<file path="config.mk">
export PLATFORM = sky130hd
export DESIGN_NAME = mmx_exec
export DESIGN_NICKNAME = d
export VERILOG_FILES = /design/src/hdl/mmx_pkg.sv /design/src/hdl/mmx_exec.sv /design/src/hdl/mmx_rf.sv /design/src/hdl/mmx_mul.sv
export VERILOG_INCLUDE_DIRS = /design/src /design/src/hdl
export SDC_FILE = /design/constraint.sdc
export NUM_CORES = 2
export LEC_CHECK = 0
export ABC_AREA = 1
export BUFFER_PORTS_ARGS = -buffer_cell sky130_fd_sc_hd__buf_4
export CAP_MARGIN = 15
export CORE_MARGIN = 5
export CORE_UTILIZATION = 30
export DETAILED_ROUTE_END_ITERATION = 12
export MAX_ROUTING_LAYER = met4
export PLACE_DENSITY = 0.5
export SLEW_MARGIN = 20
export SYNTH_ARGS = -nofsm -noshare
export SYNTH_HDL_FRONTEND = slang
export SYNTH_SLANG_ARGS = --single-unit
</file>
<file path="constraint.sdc">
create_clock -name clk -period 22 [get_ports clk]
set_input_delay 4.4 -clock clk [delete_from_list [all_inputs] [get_ports clk]]
set_output_delay 4.4 -clock clk [all_outputs]
set_load 0.01 [all_outputs]
</file>
<file path="src/hdl/mmx_map.svh">
// Purpose: offsets, opcodes, field positions and cycle counts of the executor
// Assumes: included by bare name from every design file that needs it
// Notes: definitions only
`ifndef MMX_MAP_SVH
`define MMX_MAP_SVH

// register port byte addresses
`define MMX_A_CMD     8'h00
`define MMX_A_OPA     8'h01
`define MMX_A_OPB     8'h02
`define MMX_A_OPC     8'h03
`define MMX_A_FLAGS   8'h04
`define MMX_A_RP      8'h05
`define MMX_A_PCH     8'h06
`define MMX_A_PCL     8'h07
`define MMX_A_IPH     8'h08
`define MMX_A_IPL     8'h09
`define MMX_A_STAT    8'h0A
`define MMX_A_RFA     8'h0B
`define MMX_A_RFD     8'h0C

// opcodes executed here
`define MMX_OP_RD_DEC 8'hE2
`define MMX_OP_RD_INC 8'hE3
`define MMX_OP_WR_DEC 8'hF2
`define MMX_OP_WR_INC 8'hF3
`define MMX_OP_LW_RR  8'hC4
`define MMX_OP_LW_IR  8'hC5
`define MMX_OP_LW_IM  8'hC6
`define MMX_OP_MU_R   8'h84
`define MMX_OP_MU_IR  8'h85
`define MMX_OP_MU_IM  8'h86
`define MMX_OP_NEXT   8'h0F

// instruction lengths in clock cycles
`define MMX_CYC_RD    6'h0A
`define MMX_CYC_WR    6'h0E
`define MMX_CYC_LW    6'h08
`define MMX_CYC_MU    6'h16
`define MMX_CYC_NX    6'h0A
`define MMX_CYC_MAX   6'h3F

// field positions
`define MMX_STEP_BIT  0
`define MMX_SPACE_BIT 0
`define MMX_R_FLD     7:4
`define MMX_RR_FLD    3:0
`define MMX_RP_FLD    7:4
`define MMX_EVEN_MASK 4'hE
`define MMX_F_C       7
`define MMX_F_Z       6
`define MMX_F_S       5
`define MMX_F_V       4
`define MMX_F_D       3
`define MMX_F_H       2
`define MMX_ST_BUSY   0
`define MMX_ST_DONE   1
`define MMX_ST_BAD    2

// write-back slots and arithmetic steps
`define MMX_WB_DST    2'h0
`define MMX_WB_HI     2'h1
`define MMX_WB_LO     2'h2
`define MMX_ONE16     16'h0001
`define MMX_IP_STEP   16'h0002
`define MMX_BYTE_MAX  16'h00FF
`define MMX_ONE8      8'h01
`endif

</file>
<file path="src/hdl/mmx_pkg.sv">
// Purpose: shared types of the executor
// Assumes: nothing
// Notes: constants live in mmx_map.svh
package mmx_pkg;
  typedef logic [7:0]  mmx_byte_t;
  typedef logic [15:0] mmx_word_t;
  typedef enum logic [3:0] {
    S_IDLE  = 4'b0000,
    S_IND   = 4'b0001,
    S_INDC  = 4'b0010,
    S_RDH   = 4'b0011,
    S_RDL   = 4'b0100,
    S_RDX   = 4'b0101,
    S_CAPX  = 4'b0110,
    S_EXE   = 4'b0111,
    S_MEM   = 4'b1000,
    S_MWAIT = 4'b1001,
    S_MUL   = 4'b1010,
    S_WB    = 4'b1011,
    S_FIN   = 4'b1100
  } mmx_state_e;
endpackage

</file>
<file path="src/hdl/mmx_exec.sv">
// Contract
// - post-decrement read loads working register from pointer address, then pointer minus one
// - post-increment read loads working register from pointer address, then pointer plus one
// - even pair number selects program memory, odd selects external data memory
// - pre-decrement write steps pointer down first, then stores source at new address
// - pre-increment write steps pointer up first, then stores source at new address
// - source location never modified; only destination and pointer change
// - memory transfers, word move and dispatch leave all flags unchanged
// - word move copies 16 bits from pair, indirect or immediate in 8 cycles
// - multiply even destination register by source, unsigned, 16-bit product, 22 cycles
// - multiply flags: carry above 255, zero, sign from msb, overflow cleared
// - dispatch loads program counter from word at pointer, then pointer plus two
//
// Purpose: executes memory transfer, word move, multiply and dispatch instructions
// Assumes: operands are written before the opcode; the memory partner answers with mem_ack
// Notes: busy time is the documented cycle count, one cycle more for post-decrement and post-increment reads, or longer when memory is slow
//
// Chosen here: the register addresses and the address-and-strobe port.
`timescale 1ns/1ps
`include "mmx_map.svh"
module mmx_exec
  import mmx_pkg::*;
(
  input  wire logic        clk,
  input  wire logic        rstn,
  input  wire logic [7:0]  bus_addr,
  input  wire logic [7:0]  bus_wdata,
  input  wire logic        bus_wr,
  input  wire logic        bus_rd,
  output logic      [7:0]  bus_rdata,
  output logic             mem_req,
  output logic             mem_we,
  output logic             mem_xdata,
  output logic      [15:0] mem_addr,
  output logic      [7:0]  mem_wdata,
  input  wire logic        mem_ack,
  input  wire logic [7:0]  mem_rdata
);
  logic [1:0]  rst_sync_r;
  logic        rst_n;
  mmx_state_e  state_r;
  mmx_byte_t   op_r;
  mmx_byte_t   opa_r;
  mmx_byte_t   opb_r;
  mmx_byte_t   opc_r;
  mmx_byte_t   rp_r;
  mmx_byte_t   rf_addr_r;
  mmx_byte_t   flags_r;
  mmx_word_t   pc_r;
  mmx_word_t   ip_r;
  mmx_word_t   ptr_r;
  mmx_word_t   base_ptr_r;
  mmx_byte_t   a1_r;
  mmx_byte_t   a2_r;
  mmx_byte_t   data_r;
  mmx_byte_t   nx_hi_r;
  logic        nx_lo_r;
  logic [1:0]  wb_idx_r;
  logic [5:0]  cyc_r;
  logic        done_r;
  logic        bad_r;
  mmx_byte_t   cur_op;
  logic        busy;
  logic        reg_wr;
  logic        start;
  logic        is_ld;
  logic        is_st;
  logic        is_lw;
  logic        is_mu;
  logic        is_nx;
  logic        is_ind;
  logic        step_dn;
  logic        need_a2;
  mmx_byte_t   pair_base;
  mmx_byte_t   wpair;
  logic        rf_we;
  mmx_byte_t   rf_waddr;
  mmx_byte_t   rf_wdata;
  mmx_byte_t   rf_raddr;
  mmx_byte_t   rf_q;
  logic        mul_go;
  logic        mul_done;
  mmx_word_t   mul_prod;
  logic        mul_fin;
  logic        nx_fin;

  // pointer step over the whole pair
  function automatic mmx_word_t step16(input mmx_word_t v, input logic dn);
    step16 = dn ? v - `MMX_ONE16 : v + `MMX_ONE16;
  endfunction

  // next register address
  function automatic mmx_byte_t nxt8(input mmx_byte_t a);
    nxt8 = a + `MMX_ONE8;
  endfunction

  // working register number to register file address
  function automatic mmx_byte_t wreg(input logic [3:0] n, input mmx_byte_t rp);
    wreg = {rp[`MMX_RP_FLD], n};
  endfunction

  // documented length of each opcode, zero for foreign ones
  function automatic logic [5:0] cyc_of(input mmx_byte_t op);
    case (op)
      `MMX_OP_RD_DEC, `MMX_OP_RD_INC: cyc_of = `MMX_CYC_RD;
      `MMX_OP_WR_DEC, `MMX_OP_WR_INC: cyc_of = `MMX_CYC_WR;
      `MMX_OP_LW_RR, `MMX_OP_LW_IR, `MMX_OP_LW_IM: cyc_of = `MMX_CYC_LW;
      `MMX_OP_MU_R, `MMX_OP_MU_IR, `MMX_OP_MU_IM: cyc_of = `MMX_CYC_MU;
      `MMX_OP_NEXT: cyc_of = `MMX_CYC_NX;
      default: cyc_of = 6'h00;
    endcase
  endfunction

  // reset release through two flops
  always_ff @(posedge clk or negedge rstn) begin
    if (!rstn) begin
      rst_sync_r <= 2'h0;
    end else begin
      rst_sync_r <= {rst_sync_r[0], 1'h1};
    end
  end
  assign rst_n = rst_sync_r[1];

  // opcode class decode, live opcode while idle
  assign busy      = (state_r != S_IDLE);
  assign cur_op    = busy ? op_r : bus_wdata;
  assign is_ld     = (cur_op == `MMX_OP_RD_DEC) || (cur_op == `MMX_OP_RD_INC);
  assign is_st     = (cur_op == `MMX_OP_WR_DEC) || (cur_op == `MMX_OP_WR_INC);
  assign is_lw     = (cur_op == `MMX_OP_LW_RR) || (cur_op == `MMX_OP_LW_IR) || (cur_op == `MMX_OP_LW_IM);
  assign is_mu     = (cur_op == `MMX_OP_MU_R) || (cur_op == `MMX_OP_MU_IR) || (cur_op == `MMX_OP_MU_IM);
  assign is_nx     = (cur_op == `MMX_OP_NEXT);
  assign is_ind    = (cur_op == `MMX_OP_LW_IR) || (cur_op == `MMX_OP_MU_IR);
  assign step_dn   = ~cur_op[`MMX_STEP_BIT];
  assign need_a2   = is_st || (is_mu && (cur_op != `MMX_OP_MU_IM));
  assign pair_base = wreg(opa_r[`MMX_RR_FLD] & `MMX_EVEN_MASK, rp_r);
  assign reg_wr    = bus_wr && !busy;
  assign start     = reg_wr && (bus_addr == `MMX_A_CMD) && (cyc_of(bus_wdata) != 6'h00);
  assign mul_go    = (state_r == S_EXE) && is_mu;
  assign mul_fin   = (state_r == S_MUL) && mul_done;
  assign nx_fin    = (state_r == S_MWAIT) && mem_ack && is_nx && nx_lo_r;

  // destination pair of the write-back
  always_comb begin
    if (is_ld || is_st) begin
      wpair = pair_base;
    end else if (cur_op == `MMX_OP_LW_IM) begin
      wpair = opa_r;
    end else begin
      wpair = opb_r;
    end
  end

  // register file port: sequencer while busy, software while idle
  always_comb begin
    case (state_r)
      S_IND:   rf_raddr = opa_r;
      S_RDH:   rf_raddr = a1_r;
      S_RDL:   rf_raddr = nxt8(a1_r);
      S_RDX:   rf_raddr = a2_r;
      default: rf_raddr = rf_addr_r;
    endcase
    rf_we    = reg_wr && (bus_addr == `MMX_A_RFD);
    rf_waddr = rf_addr_r;
    rf_wdata = bus_wdata;
    if (state_r == S_WB) begin
      rf_we = 1'h1;
      case (wb_idx_r)
        `MMX_WB_DST: begin
          rf_waddr = wreg(opa_r[`MMX_R_FLD], rp_r);
          rf_wdata = data_r;
        end
        `MMX_WB_HI: begin
          rf_waddr = wpair;
          rf_wdata = ptr_r[15:8];
        end
        default: begin
          rf_waddr = nxt8(wpair);
          rf_wdata = ptr_r[7:0];
        end
      endcase
    end
  end

  // instruction sequencer and memory request
  always_ff @(posedge clk or negedge rst_n) begin
    if (!rst_n) begin
      state_r    <= S_IDLE;
      op_r       <= 8'h00;
      ptr_r      <= 16'h0000;
      base_ptr_r <= 16'h0000;
      a1_r       <= 8'h00;
      a2_r       <= 8'h00;
      data_r     <= 8'h00;
      nx_hi_r    <= 8'h00;
      nx_lo_r    <= 1'h0;
      wb_idx_r   <= `MMX_WB_DST;
      cyc_r      <= 6'h00;
      mem_req    <= 1'h0;
      mem_we     <= 1'h0;
      mem_xdata  <= 1'h0;
      mem_addr   <= 16'h0000;
      mem_wdata  <= 8'h00;
    end else begin
      if (busy && (cyc_r != `MMX_CYC_MAX)) begin
        cyc_r <= cyc_r + 6'h01;
      end
      case (state_r)
        S_IDLE: begin
          if (start) begin
            op_r     <= bus_wdata;
            cyc_r    <= 6'h00;
            nx_lo_r  <= 1'h0;
            wb_idx_r <= is_ld ? `MMX_WB_DST : `MMX_WB_HI;
            a1_r     <= (is_ld || is_st) ? pair_base : (is_mu ? opb_r : opa_r);
            a2_r     <= is_st ? wreg(opa_r[`MMX_R_FLD], rp_r) : opa_r;
            if (bus_wdata == `MMX_OP_LW_IM) begin
              ptr_r   <= {opb_r, opc_r};
              state_r <= S_WB;
            end else if (is_nx) begin
              ptr_r      <= ip_r;
              base_ptr_r <= ip_r;
              state_r    <= S_MEM;
            end else if (is_ind) begin
              state_r <= S_IND;
            end else begin
              state_r <= S_RDH;
            end
          end
        end
        S_IND:   state_r <= S_INDC;
        S_INDC: begin
          if (is_mu) begin
            a2_r <= rf_q;
          end else begin
            a1_r <= rf_q;
          end
          state_r <= S_RDH;
        end
        S_RDH:   state_r <= S_RDL;
        S_RDL: begin
          ptr_r[15:8] <= rf_q;
          state_r     <= S_RDX;
        end
        S_RDX: begin
          ptr_r[7:0] <= rf_q;
          base_ptr_r <= {ptr_r[15:8], rf_q};
          if (is_lw) begin
            state_r <= S_WB;
          end else if (need_a2) begin
            state_r <= S_CAPX;
          end else begin
            state_r <= S_EXE;
          end
        end
        S_CAPX: begin
          data_r  <= rf_q;
          state_r <= S_EXE;
        end
        S_EXE: begin
          if (is_st) begin
            ptr_r <= step16(ptr_r, step_dn);
          end
          state_r <= is_mu ? S_MUL : S_MEM;
        end
        S_MEM: begin
          mem_req   <= 1'h1;
          mem_we    <= is_st;
          mem_xdata <= is_nx ? 1'h0 : opa_r[`MMX_SPACE_BIT];
          mem_addr  <= ptr_r;
          mem_wdata <= data_r;
          state_r   <= S_MWAIT;
        end
        S_MWAIT: begin
          if (mem_ack) begin
            mem_req <= 1'h0;
            mem_we  <= 1'h0;
            if (is_nx) begin
              if (!nx_lo_r) begin
                nx_hi_r <= mem_rdata;
                ptr_r   <= step16(ptr_r, 1'h0);
                nx_lo_r <= 1'h1;
                state_r <= S_MEM;
              end else begin
                state_r <= S_FIN;
              end
            end else begin
              if (is_ld) begin
                data_r <= mem_rdata;
                ptr_r  <= step16(ptr_r, step_dn);
              end
              state_r <= S_WB;
            end
          end
        end
        S_MUL: begin
          if (mul_done) begin
            ptr_r   <= mul_prod;
            state_r <= S_WB;
          end
        end
        S_WB: begin
          wb_idx_r <= wb_idx_r + 2'h1;
          if (wb_idx_r == `MMX_WB_LO) begin
            state_r <= S_FIN;
          end
        end
        S_FIN: begin
          if (cyc_r >= cyc_of(op_r) - 6'h01) begin
            state_r <= S_IDLE;
          end
        end
        default: state_r <= S_IDLE;
      endcase
    end
  end

  // flags, program counter and dispatch pointer
  always_ff @(posedge clk or negedge rst_n) begin
    if (!rst_n) begin
      flags_r <= 8'h00;
      pc_r    <= 16'h0000;
      ip_r    <= 16'h0000;
    end else if (mul_fin) begin
      flags_r[`MMX_F_C] <= (mul_prod > `MMX_BYTE_MAX);
      flags_r[`MMX_F_Z] <= (mul_prod == 16'h0000);
      flags_r[`MMX_F_S] <= mul_prod[15];
      flags_r[`MMX_F_V] <= 1'h0;
    end else if (nx_fin) begin
      pc_r <= {nx_hi_r, mem_rdata};
      ip_r <= ip_r + `MMX_IP_STEP;
    end else if (reg_wr) begin
      case (bus_addr)
        `MMX_A_FLAGS: flags_r <= bus_wdata;
        `MMX_A_PCH:   pc_r    <= {bus_wdata, pc_r[7:0]};
        `MMX_A_PCL:   pc_r    <= {pc_r[15:8], bus_wdata};
        `MMX_A_IPH:   ip_r    <= {bus_wdata, ip_r[7:0]};
        `MMX_A_IPL:   ip_r    <= {ip_r[15:8], bus_wdata};
        default:      ;
      endcase
    end
  end

  // operand, window and status registers
  always_ff @(posedge clk or negedge rst_n) begin
    if (!rst_n) begin
      opa_r     <= 8'h00;
      opb_r     <= 8'h00;
      opc_r     <= 8'h00;
      rp_r      <= 8'h00;
      rf_addr_r <= 8'h00;
      done_r    <= 1'h0;
      bad_r     <= 1'h0;
    end else begin
      if ((state_r == S_FIN) && (cyc_r >= cyc_of(op_r) - 6'h01)) begin
        done_r <= 1'h1;
      end
      if (reg_wr) begin
        case (bus_addr)
          `MMX_A_CMD: begin
            done_r <= 1'h0;
            bad_r  <= !start;
          end
          `MMX_A_OPA: opa_r     <= bus_wdata;
          `MMX_A_OPB: opb_r     <= bus_wdata;
          `MMX_A_OPC: opc_r     <= bus_wdata;
          `MMX_A_RP:  rp_r      <= bus_wdata;
          `MMX_A_RFA: rf_addr_r <= bus_wdata;
          default:    ;
        endcase
      end
    end
  end

  // read data for the cycle after a read strobe
  always_ff @(posedge clk or negedge rst_n) begin
    if (!rst_n) begin
      bus_rdata <= 8'h00;
    end else if (bus_rd) begin
      case (bus_addr)
        `MMX_A_OPA:   bus_rdata <= opa_r;
        `MMX_A_OPB:   bus_rdata <= opb_r;
        `MMX_A_OPC:   bus_rdata <= opc_r;
        `MMX_A_FLAGS: bus_rdata <= flags_r;
        `MMX_A_RP:    bus_rdata <= rp_r;
        `MMX_A_PCH:   bus_rdata <= pc_r[15:8];
        `MMX_A_PCL:   bus_rdata <= pc_r[7:0];
        `MMX_A_IPH:   bus_rdata <= ip_r[15:8];
        `MMX_A_IPL:   bus_rdata <= ip_r[7:0];
        `MMX_A_STAT:  bus_rdata <= {5'h00, bad_r, done_r, busy};
        `MMX_A_RFA:   bus_rdata <= rf_addr_r;
        `MMX_A_RFD:   bus_rdata <= rf_q;
        default:      bus_rdata <= 8'h00;
      endcase
    end else begin
      bus_rdata <= 8'h00;
    end
  end

  mmx_rf #(
    .AW (8),
    .DW (8)
  ) u_rf (
    .clk   (clk),
    .rst_n (rst_n),
    .we    (rf_we),
    .waddr (rf_waddr),
    .wdata (rf_wdata),
    .raddr (rf_raddr),
    .rdata (rf_q)
  );

  mmx_mul #(
    .W (8)
  ) u_mul (
    .clk   (clk),
    .rst_n (rst_n),
    .go    (mul_go),
    .a     (ptr_r[15:8]),
    .b     ((cur_op == `MMX_OP_MU_IM) ? opa_r : data_r),
    .done  (mul_done),
    .prod  (mul_prod)
  );

  // checker helpers
  mmx_word_t mu_ref_r;
  always_ff @(posedge clk or negedge rst_n) begin
    if (!rst_n) begin
      mu_ref_r <= 16'h0000;
    end else if (mul_go) begin
      mu_ref_r <= {8'h00, ptr_r[15:8]} * {8'h00, ((cur_op == `MMX_OP_MU_IM) ? opa_r : data_r)};
    end
  end
endmodule // mmx_exec

</file>
<file path="src/hdl/mmx_rf.sv">
// Purpose: register file, one write and one registered read port
// Assumes: write and read in the same cycle to one address return old data
// Notes: contents are not reset
`timescale 1ns/1ps
module mmx_rf #(
  parameter int AW = 8,
  parameter int DW = 8
) (
  input  wire logic          clk,
  input  wire logic          rst_n,
  input  wire logic          we,
  input  wire logic [AW-1:0] waddr,
  input  wire logic [DW-1:0] wdata,
  input  wire logic [AW-1:0] raddr,
  output logic      [DW-1:0] rdata
);
  logic [DW-1:0] mem [2**AW];

  // storage write
  always_ff @(posedge clk) begin
    if (we) begin
      mem[waddr] <= wdata;
    end
  end

  // registered read
  always_ff @(posedge clk or negedge rst_n) begin
    if (!rst_n) begin
      rdata <= '0;
    end else begin
      rdata <= mem[raddr];
    end
  end
endmodule // mmx_rf

</file>
<file path="src/hdl/mmx_mul.sv">
// Purpose: unsigned shift-add multiplier
// Assumes: go is a one-cycle pulse while idle
// Notes: done pulses W+1 cycles after go, prod then holds a*b
`timescale 1ns/1ps
module mmx_mul #(
  parameter int W = 8
) (
  input  wire logic           clk,
  input  wire logic           rst_n,
  input  wire logic           go,
  input  wire logic [W-1:0]   a,
  input  wire logic [W-1:0]   b,
  output logic                done,
  output logic      [2*W-1:0] prod
);
  localparam int CW = $clog2(W + 1);
  logic [CW-1:0]  cnt_r;
  logic [2*W-1:0] mcand_r;
  logic [W-1:0]   mplier_r;

  // one partial product per cycle
  always_ff @(posedge clk or negedge rst_n) begin
    if (!rst_n) begin
      done     <= 1'h0;
      prod     <= '0;
      cnt_r    <= '0;
      mcand_r  <= '0;
      mplier_r <= '0;
    end else begin
      done <= 1'h0;
      if (go) begin
        prod     <= '0;
        mcand_r  <= {{W{1'h0}}, a};
        mplier_r <= b;
        cnt_r    <= CW'(W);
      end else if (cnt_r != '0) begin
        if (mplier_r[0]) begin
          prod <= prod + mcand_r;
        end
        mcand_r  <= mcand_r << 1;
        mplier_r <= mplier_r >> 1;
        cnt_r    <= cnt_r - CW'(1);
        done     <= (cnt_r == CW'(1));
      end
    end
  end
endmodule // mmx_mul

</file>
* Word-level counts from Yosys, hierarchy flattened
Memory sizes are Yosys's and may differ from the RTL's. A register that Yosys moved wholly into a read port is not among the register bits.
Index checks and enable logic that the tools add are counted.
W data, S select, Z words.
** Cells by class
- Bitwise operators :: 3
- Order comparisons :: 3
- Reductions and logical operators :: 79
- Add/subtract/negate cells :: 11
- Eq/ne operators :: 81
- Multiplexer cells :: 94
** Operators by type and width (number)
- $mux W16 :: 19
- $eq A8 B8 Y1 const B :: 30
- $mux W8 :: 22
- $pmux W8 S12 :: 1
- $pmux W8 S2 :: 5
- $pmux W8 S5 :: 2
- $eq A8 B4 Y1 const B :: 8
- $pmux W16 S2 :: 2
- $pmux W4 S13 :: 1
- $mux W4 :: 12
- $pmux W5 S4 :: 2
- $eq A8 B3 Y1 const B :: 4
- $pmux W8 S4 :: 1
- $reduce_and A4 Y1 :: 8
- $ne A2 B2 Y1 const B :: 14
- $reduce_bool A2 Y1 :: 14
- $mux W6 :: 4
- $eq A4 B4 Y1 const B :: 5
- $reduce_and A2 Y1 :: 10
- $reduce_or A3 Y1 :: 6
- $add A16 B1 Y16 const B :: 1
- $add A16 B16 Y16 :: 1
- $add A16 B2 Y16 const B :: 1
- $add A8 B1 Y8 const B :: 2
- 38 further kinds :: 96
** Word-level totals
- Logic and storage cells :: 308
- Register bits after elaboration :: 233
- Output and inout bits :: 35
- Input port bits :: 29
- Memory bits (writable) :: 2048
- Memories kept :: 1
** Memory list
- u_rf.mem :: words 256, width 8, rd ports 1, clocked after Yosys merged registers in 1, wr ports 1, RTL line mmx_rf.sv:17 : logic [DW-1:0] mem [2**AW];

* Logic depth before layout (Yosys ltp)
- Depth in word-level cells :: 10
- Gate-level depth with buffers :: 24
- Mapped depth without buffers :: 21

* Modules after synthesis
Synthesis repeated with hierarchy kept, for this count alone.
** Second synthesis, totals
- Cell total of the unflattened synthesis :: 9001
- Area, all modules :: 98195.4 µm²
** By module, submodules not included
- mmx_rf :: area each 83313.7 µm², seq. area each 61699.2 µm², cells each 7002, instances 1
- mmx_exec :: area each 12082.8 µm², seq. area each 4704.5 µm², cells each 1639, instances 1
- mmx_mul :: area each 2798.9 µm², seq. area each 1126.1 µm², cells each 360, instances 1

* Least setup slack after synthesis
Ideal clock, no wire load.
- Kind :: input port to flip-flop
- Start :: input port bus_wdata[6]
- End :: memory u_rf.mem[0][6], data pin
- Path buffers :: 1
- Setup time :: 2.188 ns
- Setup slack :: 5.090 ns
- Data arrival time :: 14.722 ns
- Stages on the path :: 3
- Path through :: buf_1 > inv_1 > o21ai_0
** On the way
- Word-level cells in the longest chain between the ends :: 1
** Ends and longest elaborated chain
- start, declared :: RTL line mmx_exec.sv:27 : input wire logic [7:0] bus_wdata,
- $mux W8 :: RTL line mmx_exec.sv:165 : if (state_r == S_WB) begin
- named net rf_wdata[6] :: RTL line mmx_exec.sv:78 : mmx_byte_t rf_wdata;
- end, declared :: RTL line mmx_rf.sv:17
The timed path passes the listed nets, and every way through them passes these cells.

* Worst setup path in the final report
- Start :: input port bus_wdata[0]
- End :: memory u_rf.mem[76][7] (enable)
** On the way
- Word-level cells in the longest chain between the ends :: 8
- Elaborated cells between the ends (all ways) :: 14
- Classes of those cells :: 1 x add/sub; 5 x eq/ne; 5 x mux; 3 x reduce/logical
** Ends and longest elaborated chain
- $mux W8 (*) :: RTL line mmx_exec.sv:126 : assign cur_op = busy ? op_r : bus_wdata;
- $eq A8 B8 Y1 (no source line)
- $logic_or A1 B1 Y1, on equally long branches :: RTL line mmx_exec.sv:127, mmx_exec.sv:128
- $logic_or A1 B1 Y1 :: RTL line mmx_exec.sv:144 : if (is_ld || is_st) begin
- $mux W8 (*) :: RTL line mmx_exec.sv:144
- $add A8 B1 Y8 (no source line)
- $pmux W8 S2 (*) :: RTL line mmx_exec.sv:167 : case (wb_idx_r)
- $mux W8 (*) :: RTL line mmx_exec.sv:165
Mark *: on every way between the ends. The rest lies on a longest branch, timed or not.

==> summary.md <==
| Metric | Value |
|---|---|
| Status | `finished, final reports clean` |
| Mapped Cells | `9,709` |
| Critical path class | `in2reg` |
| Crit path cell chain | `buf_4 -> inv_1 -> nand3_1 -> nand2_1 -> nand2_2 -> nor2_8 -> nand2_2 -> nand3_2 -> nand2_1 -> o21ai_0 -> ha_1 -> a221oi_1 -> nand2_1 -> nand2_1 -> nand2_1 -> nor2_4 -> nand4_4 -> buf_4 -> nor3_1` |
| CP Buf/Inv Count | `3` |
| Synth cell types | `65` |
| Post-synth EDFFs | `2,048` |
| Multi-input gate area | `roughly 29,000 um2` |
| # Max-Cap Violations | `0` |
| Worst slew margin relative to its limit | `20.8%` |
| Row count | `215` |
| Total CTS buffers | `243` |
| FFs w/ async S/R, synth | `10.5%` |
| Io pins | `64` |
| Register area share after synthesis | `65.3%` |
| Die area | `356,000 um2` |
| Critical Path RT | `22,520 ps` |
| P_sw | `~7.3 mW` |
| H-Tree Depth | `4` |
| Final setup TNS | `0 ps` |
| Final Worst Setup Slack | `about 13,000 ps` |
| Post-layout util | `33.8%` |
| CP max-delay cell | `nor3_1` |
| DR pass1 iterations | `7` |
| Peak supply drop | `between 150 and 200 uV` |
| Clk pwr share | `24.5%` |
| Arrival time worst endpoint | `9640 ps` |
| Post-Place Cells | `13,800` |
| Final period util | `41.5%` |
| CTS tree | `done` |
| Die width | `597 um` |
| Core Footprint | `between 300,000 and 400,000 um2` |
| RePlAce Congestion | `0.923` |
| Post-Syn Nets | `9,771` |
| Gr ovfl total | `0` |
| First-pass GRT wire length | `478,000 um` |
| Wire length per cell | `23.0 um` |
| Max Clk Rate | `110 MHz` |
| Setup-failing EPs final | `0` |
| Port-buffer cells | `63` |
| Clk pin slew, worst setup/hold paths | `60 ps` |
| Clock Latency Late Sink | `950 ps` |
| Startpoint class of the critical path | `primary input` |
| Initial Util | `30.1%` |
| Pwr Total | `around 16 mW` |
| Remaining routing DRC violations | `0` |
| Final Hold Vio Count | `0` |
| Hold WS | `between 300 and 400 ps` |
| Synth Warn # | `0` |
| Slowest stage delay, CP | `830 ps` |
| Comb pwr share | `44.7%` |
| Largest net degree at the start of global routing | `231` |
| Finished layout cell area | `116,000 um2` |
| Leak | `43.8 nW` |
| Hold WC Path Type | `reg2reg` |
| Cell Area, Placed | `108,000 um2` |
| Worst-Margin Slew | `around 1200 ps` |
| Final Critical Period | `9130 ps` |
| Total clock sinks | `2,289` |
| Fillers | `between 30,000 and 40,000` |
| GR Util All Layers | `around 18%` |
| Routed Wire Length | `between 300,000 and 400,000 um` |
| Crit-path max FO | `12` |
| Unrepaired setup endpoints after global routing | `no` |
| Via count | `72,200` |
| Sequential share of power | `30.8%` |
| FF+latch count, synth | `approximately 2,300` |
| DIE HEIGHT | `597 um` |
| ANT nets after route | `0` |
| Sequential cell area | `67,500 um2` |
| Post-DR vias/cell | `between 5 and 6` |
| Initial drt markers | `7,670` |
| Layout Cells excl Fill | `14,300` |
| Top delay family on crit path | `simple AND/OR/NAND/NOR gates` |
| Cell Area, Synth | `103,000 um2` |
| Placement Setup Slack | `11,870 ps` |
| Max clock buf depth | `4` |
| Total Nets Final | `9,579` |
| Clock tree root buffer cell | `clkbuf_16` |
| Post-CTS Resized | `0` |
| Crit. End Element | `flop` |
| Hold Buf Count CTS | `0` |
| Final Skew | `121 ps` |
| Pins Over Slew Limit | `0` |
| Most used cell, CP | `nand2_1` |
| Vias in the first global route | `71,000` |
| Final HPWL DP | `197,000 um` |
| Share of cells above drive strength 1 | `7.81%` |
| Setup Buffers After CTS | `0` |
| P_int | `9.07 mW` |
| Initial antenna violation count | `7` |
| Mean Syn Cell Area | `10.6 um2` |
| Area added between synthesis and finish | `12.3%` |
| Main synth FF type | `edfxtp_1` |
| Switching part of the total | `44.6%` |
| PD cells | `141 nW/um2` |
-- cell families (layout without fill, tap and decap cells) --
| kind of cell | count (synthesis) | after routing | share of synthesized area [%] |
|---|---|---|---|
| mux | 3 | 3 | 0.0315 |
| compound gates | 904 | 904 | 5.69 |
| simple gates | 4698 | 4698 | 21.6 |
| fa+ha+maj | 33 | 33 | 0.407 |
| buf+inv | 1745 | 1745 | 6.65 |
| other cells | 1 | 4 | 0.00363 |
| xor+xnor | 36 | 36 | 0.305 |
| flops | 2289 | 2289 | 65.3 |
-- sequential cells by signal (all words and copies together) (netlist names), 16 cells and up --
| signal | flops |
|---|---|
| u_mul.mcand_r | 16 |
| mem_addr | 16 |
| u_rf.mem | 2048 |
| ip_r | 16 |
| pc_r | 16 |
| u_mul.prod | 16 |
| ptr_r | 16 |
-- cells in the mapped netlist (all sizes together), types with 2 or more instances --
cell,n,share of area [%]
xnor2,10,0.085
mux2,2,0.022
a31oi,35,0.21
o22ai,50,0.30
nor3,223,1.5
nor4,12,0.073
dfrtp,241,5.8
or2,3,0.018
o2111ai,3,0.025
a2111oi,2,0.017
a41oi,2,0.017
o31ai,10,0.073
nand4,31,0.28
nor3b,2,0.015
o211ai,380,2.8
clkbuf,383,1.4
ha,32,0.39
o21ai,256,1.3
a21boi,10,0.073
a21oi,102,0.51
edfxtp,2048,60
xor2,26,0.22
o221ai,7,0.059
a22oi,3,0.022
a221oi,30,0.25
nand3b,346,2.5
a211oi,5,0.041
a21o,2,0.015
nand3,1576,7.8
buf,231,1.2
nor2,251,1.0
nand2,2253,8.3
inv,1124,4.1
clkinv,7,0.025
-- layout make-up --
type	instances	area share, %
tap	4557	4.91
antenna	3	0.00647
clock inverter	145	1.13
sequential	2289	58.2
multi-input combinational	5675	25.2
inverter	1131	3.67
timing repair buffer	177	1.32
clock buffer	292	5.50
-- cells in the final DEF, fill, tap and decap left out, types with 32 or more instances in the layout --
master        n
nor2_1      236
buf_4       160
clkbuf_16   244
clkinv_2     49
nor3_1      112
edfxtp_1   2048
o21ai_0     237
ha_1         32
nor3_2      111
clkinv_1     53
o22ai_1      50
a31oi_1      35
a21oi_1      99
dfrtp_1     240
nand2_1    2211
inv_1      1116
o211ai_1    380
nand3b_1    346
clkbuf_1     38
nand3_1    1559
-- power by group through the flow --
stage                     registers [mW]  clock network (mW)  logic [mW]
final                               5.04                4.02        7.33
after global routing                5.05                4.28        7.93
after detailed placement            5.13                   0        7.27
after CTS                           5.04                4.10        7.28
after floorplan                     5.21                   0        4.64
after global placement              5.13                   0        7.24
-- per-layer routing --
layer | track usage [%] | wire (um) | vias to the layer above
met5 | - | 0 | -
met2 | 28.7 | 151000 | 2721
met4 | 5.45 | 10700 | 0
li1 | - | - | 33200
met1 | 24.6 | 144000 | 35700
met3 | 2.91 | 22900 | 526
-- worst paths after layout --
check	start	endpoint	slack, ps	cells after the start
min reg2reg	rst_sync_r[0]	rst_sync_r[1]	350	0
min in group asynchronous	rst_sync_r[1]	opa_r[6]	380	0
max	bus_wdata[0]	u_rf.mem[76][7]	12870	19
max reg2reg	state_r[0]	u_rf.rdata[5]	14830	21
min	rst_sync_r[0]	rst_sync_r[1]	350	0
max in group asynchronous	rstn	rst_sync_r[1]	18600	1
No activity file was read; power rests on OpenSTA's default activity.
